--- config.mk ---
export PLATFORM = sky130hd
export DESIGN_NAME = dmr_mode_regs
export DESIGN_NICKNAME = d
export VERILOG_FILES = /design/src/rtl/dmr_mode_regs.v /design/src/rtl/dmr_osc_timer.v
export VERILOG_INCLUDE_DIRS = /design/src /design/src/rtl
export SDC_FILE = /design/constraint.sdc
export NUM_CORES = 1
export LEC_CHECK = 0
export BUFFER_PORTS_ARGS = -buffer_cell sky130_fd_sc_hd__buf_2
export CORE_MARGIN = 10
export CORE_UTILIZATION = 45
export DETAILED_ROUTE_END_ITERATION = 6
export HOLD_SLACK_MARGIN = 0.03
export PLACE_DENSITY_LB_ADDON = 0.1
export SYNTH_ARGS = -nofsm -noshare
export SYNTH_HDL_FRONTEND = slang
export SYNTH_HIERARCHICAL = 1
export SYNTH_SLANG_ARGS = --single-unit
--- constraint.sdc ---
create_clock -name sys_clk_in -period 4.1 [get_ports sys_clk_in]
set_input_delay 0.82 -clock sys_clk_in [delete_from_list [all_inputs] [get_ports sys_clk_in]]
set_output_delay 0.82 -clock sys_clk_in [all_outputs]
set_load 0.05 [all_outputs]
--- src/rtl/dmr_consts.vh ---
// Constants for the mode register group: addresses, field positions, defaults, timer lengths.
// Assumes inclusion by bare name from the design files.
`ifndef DMR_CONSTS_VH
`define DMR_CONSTS_VH
`define DMR_ADDR_TERM      6'h16
`define DMR_ADDR_RUNTIME   6'h17
`define DMR_ADDR_ACT       6'h18
`define DMR_ADDR_REPAIR    6'h19
`define DMR_ADDR_OSC_LO    6'h12
`define DMR_ADDR_OSC_HI    6'h13
`define DMR_ADDR_CA_TERM   6'h0B
`define DMR_ADDR_SETPT     6'h0D
`define DMR_SETPT_WR_BIT   6
`define DMR_SETPT_OP_BIT   7
`define DMR_CTV_RESERVED   3'h7
`define DMR_CTV_OFF        3'h0
`define DMR_CK_OVR_BIT     3
`define DMR_CS_OVR_BIT     4
`define DMR_CA_DIS_BIT     5
`define DMR_BYTE_DIS_LSB   6
`define DMR_BYTE_DIS_MSB   7
`define DMR_CAVAL_LSB      4
`define DMR_CAVAL_MSB      6
`define DMR_TRR_EN_BIT     7
`define DMR_TRR_BANK_LSB   4
`define DMR_TRR_BANK_MSB   6
`define DMR_ZERO8          8'h00
`define DMR_ZERO3          3'h0
`define DMR_ZERO14         14'h0000
`define DMR_ONE14          14'h0001
`define DMR_ZERO16         16'h0000
`define DMR_ONE16          16'h0001
`define DMR_RT_LONG_MIN    8'h40
`define DMR_RT_2K_MAX      8'h7F
`define DMR_RT_4K_MAX      8'hBF
`define DMR_TICKS_2K       14'h0800
`define DMR_TICKS_4K       14'h1000
`define DMR_TICKS_8K       14'h2000
`define DMR_RT_SHIFT       4
`define DMR_OP_START_OSC   7'h4B
`define DMR_OP_STOP_OSC    7'h4D
`define DMR_ACT_CODE_DEF   3'h0
`define DMR_ACT_UNLIM_DEF  1'b0
`define DMR_REPAIR_DEF     8'h00
`endif

--- src/rtl/dmr_mode_regs.v ---
// Mode register group for termination, oscillator run time, activation report and repair status.
// Assumes a decoded mode-register command port on the DRAM clock and a pad input from outside.
//
// Notes on behaviour
// - Controller termination field: off, divisor one-six, reserved.
// - Clock override terminates clock regardless of pad, given a valid value.
// - Chip-select override terminates chip select regardless of pad, given a valid value.
// - Command termination: pad high, valid value, not disabled.
// - Writes and reads reach write-selected set point.
// - Behaviour follows operating set point copy only.
// - Termination persists in every power state.
// - Runtime codes 1-63 stop after code times 16.
// - Long codes stop after 2048, 4096, 8192 clocks.
// - Zero runtime: run until stop command.
// - Activation count field reports strapped code.
// - Unlimited bit forces activation count field zero.
// - Targeted refresh bank number and enable, off.
// - Repair bits, one per bank, one means available.
// - Oscillator count read as low, high bytes.
`timescale 1ns/1ps
`include "dmr_consts.vh"
module dmr_mode_regs (
   input  wire        sys_clk_in,
   input  wire        rst_n_in,
   input  wire        clk_en_in,
   input  wire        mrw_in,
   input  wire        mrr_in,
   input  wire [5:0]  addr_in,
   input  wire [7:0]  wdata_in,
   input  wire        mpc_in,
   input  wire [6:0]  mpc_op_in,
   input  wire        term_pad_in,
   input  wire [2:0]  act_code_in,
   input  wire        act_unlim_in,
   input  wire [7:0]  repair_in,
   output reg  [7:0]  rdata_out,
   output reg         rvalid_out,
   output reg  [2:0]  ctrl_term_value_out,
   output reg         ck_term_out,
   output reg         cs_term_out,
   output reg         ca_term_out,
   output reg  [2:0]  ca_term_value_out,
   output reg         trr_enable_out,
   output reg  [2:0]  trr_bank_out,
   output reg         osc_running_out
);
   reg  [7:0]  term_sp0_q;
   reg  [7:0]  term_sp1_q;
   reg  [7:0]  caval_sp0_q;
   reg  [7:0]  caval_sp1_q;
   reg  [7:0]  setpt_q;
   reg  [7:0]  runtime_q;
   reg  [3:0]  trr_q;
   reg  [2:0]  act_code_q;
   reg         act_unlim_q;
   reg  [7:0]  repair_q;
   reg         pad_s1_q;
   reg         pad_s2_q;
   reg  [7:0]  act_field;
   reg  [7:0]  term_act;
   reg  [7:0]  caval_act;
   reg  [7:0]  rd_d;
   wire        wr_sp1;
   wire        op_sp1;
   wire        caval_ok;
   wire        osc_start;
   wire        osc_stop;
   wire        osc_run;
   wire [15:0] osc_count;

   assign wr_sp1    = setpt_q[`DMR_SETPT_WR_BIT];
   assign op_sp1    = setpt_q[`DMR_SETPT_OP_BIT];
   assign osc_start = mpc_in && mpc_op_in == `DMR_OP_START_OSC;
   assign osc_stop  = mpc_in && mpc_op_in == `DMR_OP_STOP_OSC;

   // Pad level arrives from the board, so two flip-flops come first.
   always @(posedge sys_clk_in or negedge rst_n_in) begin
      if (!rst_n_in) begin
         pad_s1_q <= 1'b0;
         pad_s2_q <= 1'b0;
      end else if (clk_en_in) begin
         pad_s1_q <= term_pad_in;
         pad_s2_q <= pad_s1_q;
      end
   end

   // Mode register writes; each termination bit has one copy per set point.
   always @(posedge sys_clk_in or negedge rst_n_in) begin
      if (!rst_n_in) begin
         term_sp0_q  <= `DMR_ZERO8;
         term_sp1_q  <= `DMR_ZERO8;
         caval_sp0_q <= `DMR_ZERO8;
         caval_sp1_q <= `DMR_ZERO8;
         setpt_q     <= `DMR_ZERO8;
         runtime_q   <= `DMR_ZERO8;
         trr_q       <= 4'h0;
      end else if (clk_en_in && mrw_in) begin
         case (addr_in)
            `DMR_ADDR_TERM: begin
               if (wr_sp1)
                  term_sp1_q <= wdata_in;
               else
                  term_sp0_q <= wdata_in;
            end
            `DMR_ADDR_CA_TERM: begin
               if (wr_sp1)
                  caval_sp1_q <= wdata_in;
               else
                  caval_sp0_q <= wdata_in;
            end
            `DMR_ADDR_SETPT:   setpt_q   <= wdata_in;
            `DMR_ADDR_RUNTIME: runtime_q <= wdata_in;
            `DMR_ADDR_ACT:     trr_q     <= wdata_in[`DMR_TRR_EN_BIT:`DMR_TRR_BANK_LSB];
            default: begin
            end
         endcase
      end
   end

   // Read-only reports sampled from their factory straps after reset release.
   always @(posedge sys_clk_in or negedge rst_n_in) begin
      if (!rst_n_in) begin
         act_code_q  <= `DMR_ACT_CODE_DEF;
         act_unlim_q <= `DMR_ACT_UNLIM_DEF;
         repair_q    <= `DMR_REPAIR_DEF;
      end else if (clk_en_in) begin
         act_code_q  <= act_code_in;
         act_unlim_q <= act_unlim_in;
         repair_q    <= repair_in;
      end
   end

   // Activation field: unlimited forces the count bits to zero.
   always @* begin
      act_field = {trr_q, act_unlim_q, act_unlim_q ? `DMR_ZERO3 : act_code_q};
   end

   // Active copies chosen by the operating set point.
   always @* begin
      term_act  = op_sp1 ? term_sp1_q : term_sp0_q;
      caval_act = op_sp1 ? caval_sp1_q : caval_sp0_q;
   end

   assign caval_ok = caval_act[`DMR_CAVAL_MSB:`DMR_CAVAL_LSB] != `DMR_CTV_OFF;

   // Read data mux; the oscillator count comes as separate low and high bytes.
   always @* begin
      case (addr_in)
         `DMR_ADDR_TERM:    rd_d = wr_sp1 ? term_sp1_q : term_sp0_q;
         `DMR_ADDR_CA_TERM: rd_d = wr_sp1 ? caval_sp1_q : caval_sp0_q;
         `DMR_ADDR_SETPT:   rd_d = setpt_q;
         `DMR_ADDR_RUNTIME: rd_d = runtime_q;
         `DMR_ADDR_ACT:     rd_d = act_field;
         `DMR_ADDR_REPAIR:  rd_d = repair_q;
         `DMR_ADDR_OSC_LO:  rd_d = osc_count[7:0];
         `DMR_ADDR_OSC_HI:  rd_d = osc_count[15:8];
         default:           rd_d = `DMR_ZERO8;
      endcase
   end

   // Registered read answer, one cycle after the read command.
   always @(posedge sys_clk_in or negedge rst_n_in) begin
      if (!rst_n_in) begin
         rdata_out  <= `DMR_ZERO8;
         rvalid_out <= 1'b0;
      end else if (clk_en_in) begin
         rvalid_out <= mrr_in;
         if (mrr_in)
            rdata_out <= rd_d;
      end
   end

   // Termination, refresh and timer outputs; no power state gates them, so they hold in every state.
   always @(posedge sys_clk_in or negedge rst_n_in) begin
      if (!rst_n_in) begin
         ctrl_term_value_out <= `DMR_CTV_OFF;
         ck_term_out         <= 1'b0;
         cs_term_out         <= 1'b0;
         ca_term_out         <= 1'b0;
         ca_term_value_out   <= `DMR_CTV_OFF;
         trr_enable_out      <= 1'b0;
         trr_bank_out        <= `DMR_ZERO3;
         osc_running_out     <= 1'b0;
      end else if (clk_en_in) begin
         // Reserved divisor code is treated as off.
         ctrl_term_value_out <= (term_act[2:0] == `DMR_CTV_RESERVED) ? `DMR_CTV_OFF : term_act[2:0];
         ca_term_value_out   <= caval_act[`DMR_CAVAL_MSB:`DMR_CAVAL_LSB];
         ck_term_out <= caval_ok && (term_act[`DMR_CK_OVR_BIT] || pad_s2_q);
         cs_term_out <= caval_ok && (term_act[`DMR_CS_OVR_BIT] || pad_s2_q);
         ca_term_out <= caval_ok && pad_s2_q && !term_act[`DMR_CA_DIS_BIT];
         trr_enable_out  <= trr_q[3];
         trr_bank_out    <= trr_q[2:0];
         osc_running_out <= osc_run;
      end
   end

   // Interval timer; the start command also clears the accumulated count.
   dmr_osc_timer u_timer (
      .sys_clk_in  (sys_clk_in),
      .rst_n_in    (rst_n_in),
      .clk_en_in   (clk_en_in),
      .runtime_in  (runtime_q),
      .start_in    (osc_start),
      .stop_in     (osc_stop),
      .running_out (osc_run),
      .count_out   (osc_count)
   );
endmodule // dmr_mode_regs

--- src/rtl/dmr_osc_timer.v ---
// DQS interval timer: counts clocks from start until a stop command or an automatic stop.
// Assumes start and stop are one-cycle pulses from the command decoder on the same clock.
`timescale 1ns/1ps
`include "dmr_consts.vh"
module dmr_osc_timer (
   input  wire        sys_clk_in,
   input  wire        rst_n_in,
   input  wire        clk_en_in,
   input  wire [7:0]  runtime_in,
   input  wire        start_in,
   input  wire        stop_in,
   output reg         running_out,
   output reg  [15:0] count_out
);
   reg  [13:0] limit;
   reg  [13:0] ticks_q;

   // Stop length in clocks, zero meaning run until told to stop.
   always @* begin
      if (runtime_in >= `DMR_RT_LONG_MIN) begin
         if (runtime_in <= `DMR_RT_2K_MAX)
            limit = `DMR_TICKS_2K;
         else if (runtime_in <= `DMR_RT_4K_MAX)
            limit = `DMR_TICKS_4K;
         else
            limit = `DMR_TICKS_8K;
      end else begin
         // Short codes sit below the long threshold, so the widened code times sixteen never overflows.
         limit = {6'b000000, runtime_in} << `DMR_RT_SHIFT;
      end
   end

   // Start clears the count; a stop only counts while in manual mode.
   always @(posedge sys_clk_in or negedge rst_n_in) begin
      if (!rst_n_in) begin
         running_out <= 1'b0;
         ticks_q     <= `DMR_ZERO14;
         count_out   <= `DMR_ZERO16;
      end else if (clk_en_in) begin
         if (start_in) begin
            running_out <= 1'b1;
            ticks_q     <= `DMR_ZERO14;
            count_out   <= `DMR_ZERO16;
         end else if (running_out) begin
            ticks_q   <= ticks_q + `DMR_ONE14;
            count_out <= count_out + `DMR_ONE16;
            if (stop_in && limit == `DMR_ZERO14)
               running_out <= 1'b0;
            else if (limit != `DMR_ZERO14 && ticks_q + `DMR_ONE14 == limit)
               running_out <= 1'b0;
         end
      end
   end
endmodule // dmr_osc_timer

== After elaboration in Yosys (flattened, before gate mapping) ==
Index checks and enable logic that the tools add are counted.
W data, S select, Z words.

* Logic and storage cells: 86
* Bits in latches: 0
* Memory bits (read-only): 0
* Bits in registers: 120
* Output and inout port bits: 23
* RAM bits: 0
* Memories: 0

* Equality and inequality tests: 12
* Bitwise operators: 1
* Divide/modulo/power cells: 0
* Add/sub/neg operators: 2
* Multipliers: 0
* Shift-type cells: 0
* Reduce and logical (&&, ||, !) cells: 25
* Magnitude comparators: 3
* Mux-type cells: 18

{| class="wikitable"
|+ Operators with widths
! operator !! number
|-
| $mux W14 || 5
|-
| $pmux W8 S8 || 1
|-
| $eq A6 B5 Y1 const B || 6
|-
| $mux W16 || 2
|-
| $add A16 B1 Y16 const B || 1
|-
| $mux W8 || 2
|-
| $add A14 B1 Y14 const B || 1
|-
| $eq A14 B14 Y1 || 1
|-
| $eq A7 B7 Y1 const B || 2
|-
| $logic_not A14 Y1 || 1
|-
| $reduce_bool A14 Y1 || 1
|-
| $eq A6 B4 Y1 const B || 2
|-
| $reduce_and A3 Y1 || 4
|-
| $reduce_and A2 Y1 || 5
|-
| $logic_and A1 B1 Y1 || 9
|-
| $ge A8 B7 Y1 const B || 1
|-
| $le A8 B7 Y1 const B || 1
|-
| $le A8 B8 Y1 const B || 1
|-
| $mux W7 || 1
|-
| $mux W3 || 2
|-
| $mux W6 || 1
|-
| $mux W1 || 4
|-
| $eq A3 B3 Y1 const B || 1
|-
| $reduce_bool A3 Y1 || 1
|-
| 4 further kinds || 5
|}

== Depth between registers and ports, before layout ==
Gate-level depths: netlist of the first run.

* Depth in word-level cells: 10
* Depth in mapped cells: 10

== Modules after synthesis ==
Netlist of the first run, hierarchy kept.

{| class="wikitable"
|+ Modules (own cells, without submodules)
! module !! cells each !! area each (sq um) !! times used
|-
| dmr_mode_regs || 330 || 4269.1 || 1
|-
| dmr_osc_timer || 224 || 1945.6 || 1
|}

== Worst setup path before layout of the first run ==
No wires, ideal clock.

* Kind: in2reg
* Start: input mpc_op_in[5]
* End: register u_timer.count_out[11]
* Arrival time: 2.397 ns
* Stages: 9
* Setup slack: 1.571 ns
* Cell sequence: nor3_1 -> nand3_1 -> nor3b_1 -> o21a_1 -> nand4_1 -> nor2_1 -> nand3_1 -> xor2_1 -> nor2_1

* Longest elaborated chain between the ends: 4

{| class="wikitable"
|+ Ends and longest elaborated chain
! item !! RTL line !! text
|-
| start: declaration || dmr_mode_regs.v:31 || <nowiki>input wire [6:0] mpc_op_in,</nowiki>
|-
| $eq A7 B7 Y1 (no line) * || n/a ||
|-
| $logic_and A1 B1 Y1 (no line) * || n/a ||
|-
| net osc_start || dmr_mode_regs.v:66 || <nowiki>wire osc_start;</nowiki>
|-
| $reduce_bool A2 Y1 (no line) || n/a ||
|-
| $reduce_and A2 Y1 (no line) || n/a ||
|-
| end signal: assignment || dmr_osc_timer.v:38 || <nowiki>count_out <= `DMR_ZERO16;</nowiki>
|-
| end signal: assignment || dmr_osc_timer.v:43 || <nowiki>count_out <= `DMR_ZERO16;</nowiki>
|-
| end signal: assignment || dmr_osc_timer.v:46 || <nowiki>count_out <= count_out + `DMR_ONE16;</nowiki>
|-
| end: declaration || dmr_osc_timer.v:13 || <nowiki>output reg [15:0] count_out</nowiki>
|}

The timed path passes the listed nets; every way through them passes the cells marked *.
A chain may end at the register's enable or synchronous reset.

== Worst setup path after layout of the first run ==
* Start: input mpc_op_in[5]
* End: register u_timer.count_out[13]

Same word-level chain as after synthesis.

==> flow_summary.ini, run 1 <==
[place]
post-dp-hpwl_mm = 11.91
post-place-ws_ps = 1014
gp_congestion = 0.8615
port_buffers = 62

[grt]
grt_max_degree = 66
grtUsageMet2_pct = 26.05
grt_pass1_vias = 4742
antenna_found_initial = 0
use_met1_pct = 26.40
grt_use_total_pct = 18.45
grt_overflow = 0
grt_pass1_wl_mm = 26.81
grt.met3_usage_pct = 5.972
top_usage_layer = met1

[yosys]
synth_edf_count = 0
yosysMostFrequentCell = dfrtp_1
avgSynthCellArea_sq_um = 11.22
ys_seq_area_share_pct = 48.32
netlist_instances = 554
synth_fa_ha_area_share_pct = 0.6040
yosysTopAreaCellShare_pct = 48.32
synth_top_family_by_area = multiplexers
synth.largest_area_cell = dfrtp_1
synth_compound_area_share_pct = 12.00
synthArstFlopShare_pct = 100.0
yosys-mux-area-fraction_pct = 18.50
synth_common_cells = dfrtp_1 (120), mux2_2 (71), nand2_1 (44)
synth_area_leaders = dfrtp_1 (48%), mux2_2 (13%), mux2i_1 (3.2%), nand2_1 (2.7%), mux2_4 (2.4%)
yosysUniqueCellTypes = 68
ys_seq_elements = 120
synth_flop_cell = dfrtp_1
netlist_area_sq_mm = 0.006215
synth_xor_area_share_pct = 3.241
synthSimpleGateAreaFrac_pct = 14.82
synth_fp_nets = 597
yosys_warnings = 6

[floorplanning]
die_h_um = 137.5
die_w_um = 137.5
die_area_sq_mm = 0.01891
io_pins = 63
start_util_pct = 46.38
coreArea_sq_mm = 0.01340
num_rows = 42

[detailed_routing]
wl_mm = 16.77
drc = 0
vias = 4713
wl_per_cell_um = 20.93
viasPerCell = 5.884
drt_iter0_drc = 509
ant_nets = 0
drt-pass1-iter-count = 5

[clocking]
cts_tree = done
cts_buffers = 17
cts.sinks = 120
cts_setup_buffers = 0
cts-resized-gates = 0
cts_max_path_buffers = 2
htree_levels = 4
worstSkewPairLatency_ps = 420
path_clk_slew_ps = 50
cts_root_buf = clkbuf_16
ctsHoldBuffers = 0

[sta]
finalMaxSlewViolations = 0
max_freq_ghz = 0.3647
final.period_utilization_pct = 66.88
setup_slack_ps = 1358
hold_viol = 0
setup_viol = 0
max_slew_margin_pct = 36.00
period_needed_ps = 2742
rsz0062_at_grt = no
tns_ps = 0
tightest_slew_ps = 960.0
clock_skew_ps = 6.114

[final_layout]
top_register = u_timer/count_out
num_antenna_cells = 0
nets = 655
largest_reg_flops = 16
fill_cells = 1183
drive_above_1_share_pct = 30.40
reg_top3 = u_timer/count_out x16, u_timer/ticks_q x14
area_growth_pct = 17.66

[worst_setup_path]
crit_path_end_kind = flop
crit_path_max_fanout = 9
cp.arrival_ps = 3020
critPathLaunchType = input port
criticalPathCategory = input port to flop
worstPathRequired_ps = 4380

[power_and_ir_drop]
cellLeakagePower_nw = 3.296
irDropWorstVdd_v = 0.0003137
p_per_area_mw_per_mm2 = 463.8

[outcome]
status = finished clean

[job]
maxCapViolCount = 0

[worst_hold_path]
worst_hold_path_type = input port to async pin
[stage by stage]
| stage | hold slack, ps | std cells | area, sq um | total power, W | utilization [%] |
|---|---|---|---|---|---|
| after detailed placement | 470.5 | 769 | 6668 | 0.001780 | 49.76 |
| after global placement | 466.4 | 769 | 6668 | 0.001771 | 49.76 |
| after floorplan | 475.0 | 554 | 6215 | 0.001627 | - |
| after global routing | 499.7 | 801 | 7312 | 0.003526 | 54.57 |
| final | 457.2 | 801 | 7312 | 0.003392 | 54.57 |
| after CTS | 485.6 | 801 | 7312 | 0.003420 | 54.57 |
[area by class of cell]
class	instances	area, sq um	share of cell area [%]
sequential	120	3003	41.07
tap	176	220.2	3.012
clock buffer	19	442.9	6.057
multi-input combinational	399	3055	41.79
clock inverter	13	201.4	2.755
timing repair buffer	67	362.8	4.962
inverter	7	26.28	0.3593
[routing by layer]
metal | up-vias | wire [um]
met5 | - | 0
met4 | 0 | 211
met3 | 20 | 1154
met2 | 139 | 7308
met1 | 2365 | 8091
li1 | 2189 | -
[cell usage in the layout, fill, tap and decap left out, types with 6 or more instances in the layout]
cell type,instances
xor2_1,14
a32oi_1,8
a22o_1,7
xnor2_1,9
nand4_1,7
nand3_1,14
mux2_2,71
nand2_1,44
inv_1,7
nor2_1,36
nor3_1,11
o21a_1,6
dfrtp_1,120
a22oi_1,12
clkbuf_16,17
mux2i_1,20
o21ai_0,20
a21oi_1,9
and3_1,12
mux2_4,10
buf_2,61
[path summary, 6_finish.rpt]
check / start / to / slack (ps) / depth (start not counted)
worst max register to register: u_timer/ticks_q[0] / u_timer/running_out / 1490 / 7
worst min register to register: ctrl_term_value_out[1] / ctrl_term_value_out[1] / 480 / 1
min in group sys_clk_in: ctrl_term_value_out[1] / ctrl_term_value_out[1] / 480 / 1
worst max-delay path: mpc_op_in[5] / u_timer/count_out[13] / 1360 / 10
worst min-delay path: rst_n_in / u_timer/ticks_q[9] / 460 / 1
max in group asynchronous: rst_n_in / repair_q[4] / 2830 / 2
[critical path: stages]
cell and delay (ps):
buf_2 100, nor3_1 170, nand3_1 120, nor3b_1 490
o21a_1 480, nand4_1 220, nor2_1 290, nand3_1 130
xor2_1 150, nor2_1 60
[cells by family (layout without fill, tap and decap cells)]
logic type	Yosys count	in the layout
AND/OR/NAND/NOR	170	170
flip-flops	120	120
AO/OA/AOI/OAI	102	102
multiplexers	101	101
buffers and inverters	35	106
XOR/XNOR	23	23
adder cells (fa/ha/maj)	3	3
[power by group]
group / switching [W] / internal (W)
registers: 0.000106 / 0.00127
clock network: 0.000541 / 0.00109
logic: 0.000227 / 0.000158
total: 0.000874 / 0.00252
(Power assumes the default switching activity.)
==> run 2, diff against run 1 <==
clock period = 2.3 ns   (was 4.1 ns; I/O delays follow)
==> run 2 against run 1 <==
Compared with the run above:
- non-clock buffer count up 37
- hold slack worse by 190 ps
- worst setup slack worse by 1300 ps
- power up 76%
- largest cell class unchanged
- largest power group unchanged
==> flow_summary.ini, run 2 (same netlist as run 1, synthesis figures left out) <==
[sta]
final.period_utilization_pct = 95.87
finalMaxSlewViolations = 0
clock_skew_ps = 7.248
hold_ws_ps = 266.7
max_slew_margin_pct = 44.02
hold_viol = 0
tightest_slew_ps = 839.8
max_freq_ghz = 0.4535
period_needed_ps = 2205
tns_ps = 0
setup_viol = 0

[final_layout]
largest_reg_flops = 16
area_growth_pct = 22.27
fill_cells = 1139
layout_commonest_cell = dfrtp_1
reg_top3 = u_timer/count_out x16, u_timer/ticks_q x14
num_antenna_cells = 0
layout_common_cells = dfrtp_1 (120), mux2_2 (71), buf_2 (61)
nets = 692
multiInputGateArea_sq_mm = 0.003093
top_register = u_timer/count_out
finalInstanceArea_sq_mm = 0.007599
drive_above_1_share_pct = 35.20
regArea_sq_mm = 0.003003

[worst_hold_path]
worst_hold_path_type = input port to flop
hold_depth = 2
hp-start = repair_in[4]
holdPathEnd = repair_q[4]

[power_and_ir_drop]
cellLeakagePower_nw = 3.486
irDropWorstVdd_v = 0.0005757
p_per_area_mw_per_mm2 = 784.6

[worst_setup_path]
criticalPathCategory = flop to flop
crit_path_max_fanout = 8
crit_path_end_kind = flop
r2r-end = u_timer/running_out
critPathLaunchType = flop
cp.arrival_ps = 2510
reg2reg_depth = 6
r2r_slack_ps = 90
worstPathRequired_ps = 2600
r2r_start = u_timer/ticks_q[2]

[detailed_routing]
vias = 4910
wl_per_cell_um = 20.23
ant_nets = 0
viasPerCell = 5.859
drt-pass1-iter-count = 7
wl_mm = 16.96
drc = 0
drt_iter0_drc = 335

[place]
post-dp-hpwl_mm = 12.39
port_buffers = 62
gp_congestion = 0.8792
place_area_sq_mm = 0.006938

[clocking]
worstSkewPairLatency_ps = 420
cts_tree = done
htree_levels = 4
cts_buffers = 17
cts_max_path_buffers = 2
cts.sinks = 120
cts_root_buf = clkbuf_16
cts_setup_buffers = 0
path_clk_slew_ps = 60

[outcome]
status = finished clean

[grt]
antenna_found_initial = 0
grt_use_total_pct = 18.62
grt_pass1_wl_mm = 27.08
grt_max_degree = 43
grt_overflow = 0
grt_pass1_vias = 4927

[floorplanning]
die_h_um = 137.5
io_pins = 63
coreArea_sq_mm = 0.01340
die_area_sq_mm = 0.01891
num_rows = 42
die_w_um = 137.5
start_util_pct = 46.38

[job]
maxCapViolCount = 0
[run 2: final cells by class]
cell class              count  area share [%]
flip-flops and latches    120           39.52
multi-input cells         399           40.70
well taps                 176           2.898
repair buffers            104           8.464
clock buffers              19           5.829
clock inverters            13           2.239
inverters                   7          0.3458
[run 2: critical path, stage by stage, from the launching register on]
cell,delay [ps]
dfrtp_1,480
and4_4,290
and4_4,240
xnor2_1,160
mux2_4,320
mux2_4,260
o32a_1,330
[run 2: worst max path at each step]
stage | from | endpoint | slack (ps) | cells past startpoint
6_report | u_timer/ticks_q[2] | u_timer/running_out | 90 | 6
5_1_grt | u_timer/ticks_q[0] | u_timer/running_out | -20 | 7
4_1_cts | u_timer/ticks_q[0] | u_timer/running_out | 20 | 7
3_5_place_dp | u_timer/ticks_q[0] | u_timer/running_out | 30 | 7
3_3_place_gp | mpc_op_in[5] | u_timer/count_out[15] | 60 | 10
2_1_floorplan | mpc_op_in[5] | u_timer/count_out[11] | 130 | 9
[run 2: routing by layer]
| metal | wire [um] | vias up | track usage (%) |
|---|---|---|---|
| met4 | 257 | 0 | 6.265 |
| li1 | - | 2261 | - |
| met5 | 0 | - | 0 |
| met3 | 1066 | 24 | 4.916 |
| met1 | 8033 | 2473 | 26.37 |
| met2 | 7597 | 152 | 26.88 |
[run 2: per-stage QoR]
step	worst slack, ps	util (%)	power, W	instances
CTS	16.70	56.42	0.005999	838
global route	-17.49	56.70	0.006188	838
detailed placement	27.41	51.77	0.003229	805
finish	94.88	56.70	0.005962	838
global placement	56.72	51.77	0.003202	805
floorplan	131.3	-	0.002901	554
[run 2: where the power goes]
part | switching [W] | internal (W) | leakage (nW) | total (W)
registers | 0.000142 | 0.00226 | 1.61 | 0.00241
clock network | 0.00101 | 0.00175 | 0.302 | 0.00276
logic | 0.000466 | 0.000330 | 1.57 | 0.000796
total | 0.00162 | 0.00434 | 3.49 | 0.00596
[run 2: what timing repair did]
item | in CTS | in global routing
gates resized for setup | 0 | 8
endpoints found under the hold margin | 33 | 0
hold buffers | 1 | 0
setup endpoints to repair | 0 | 1
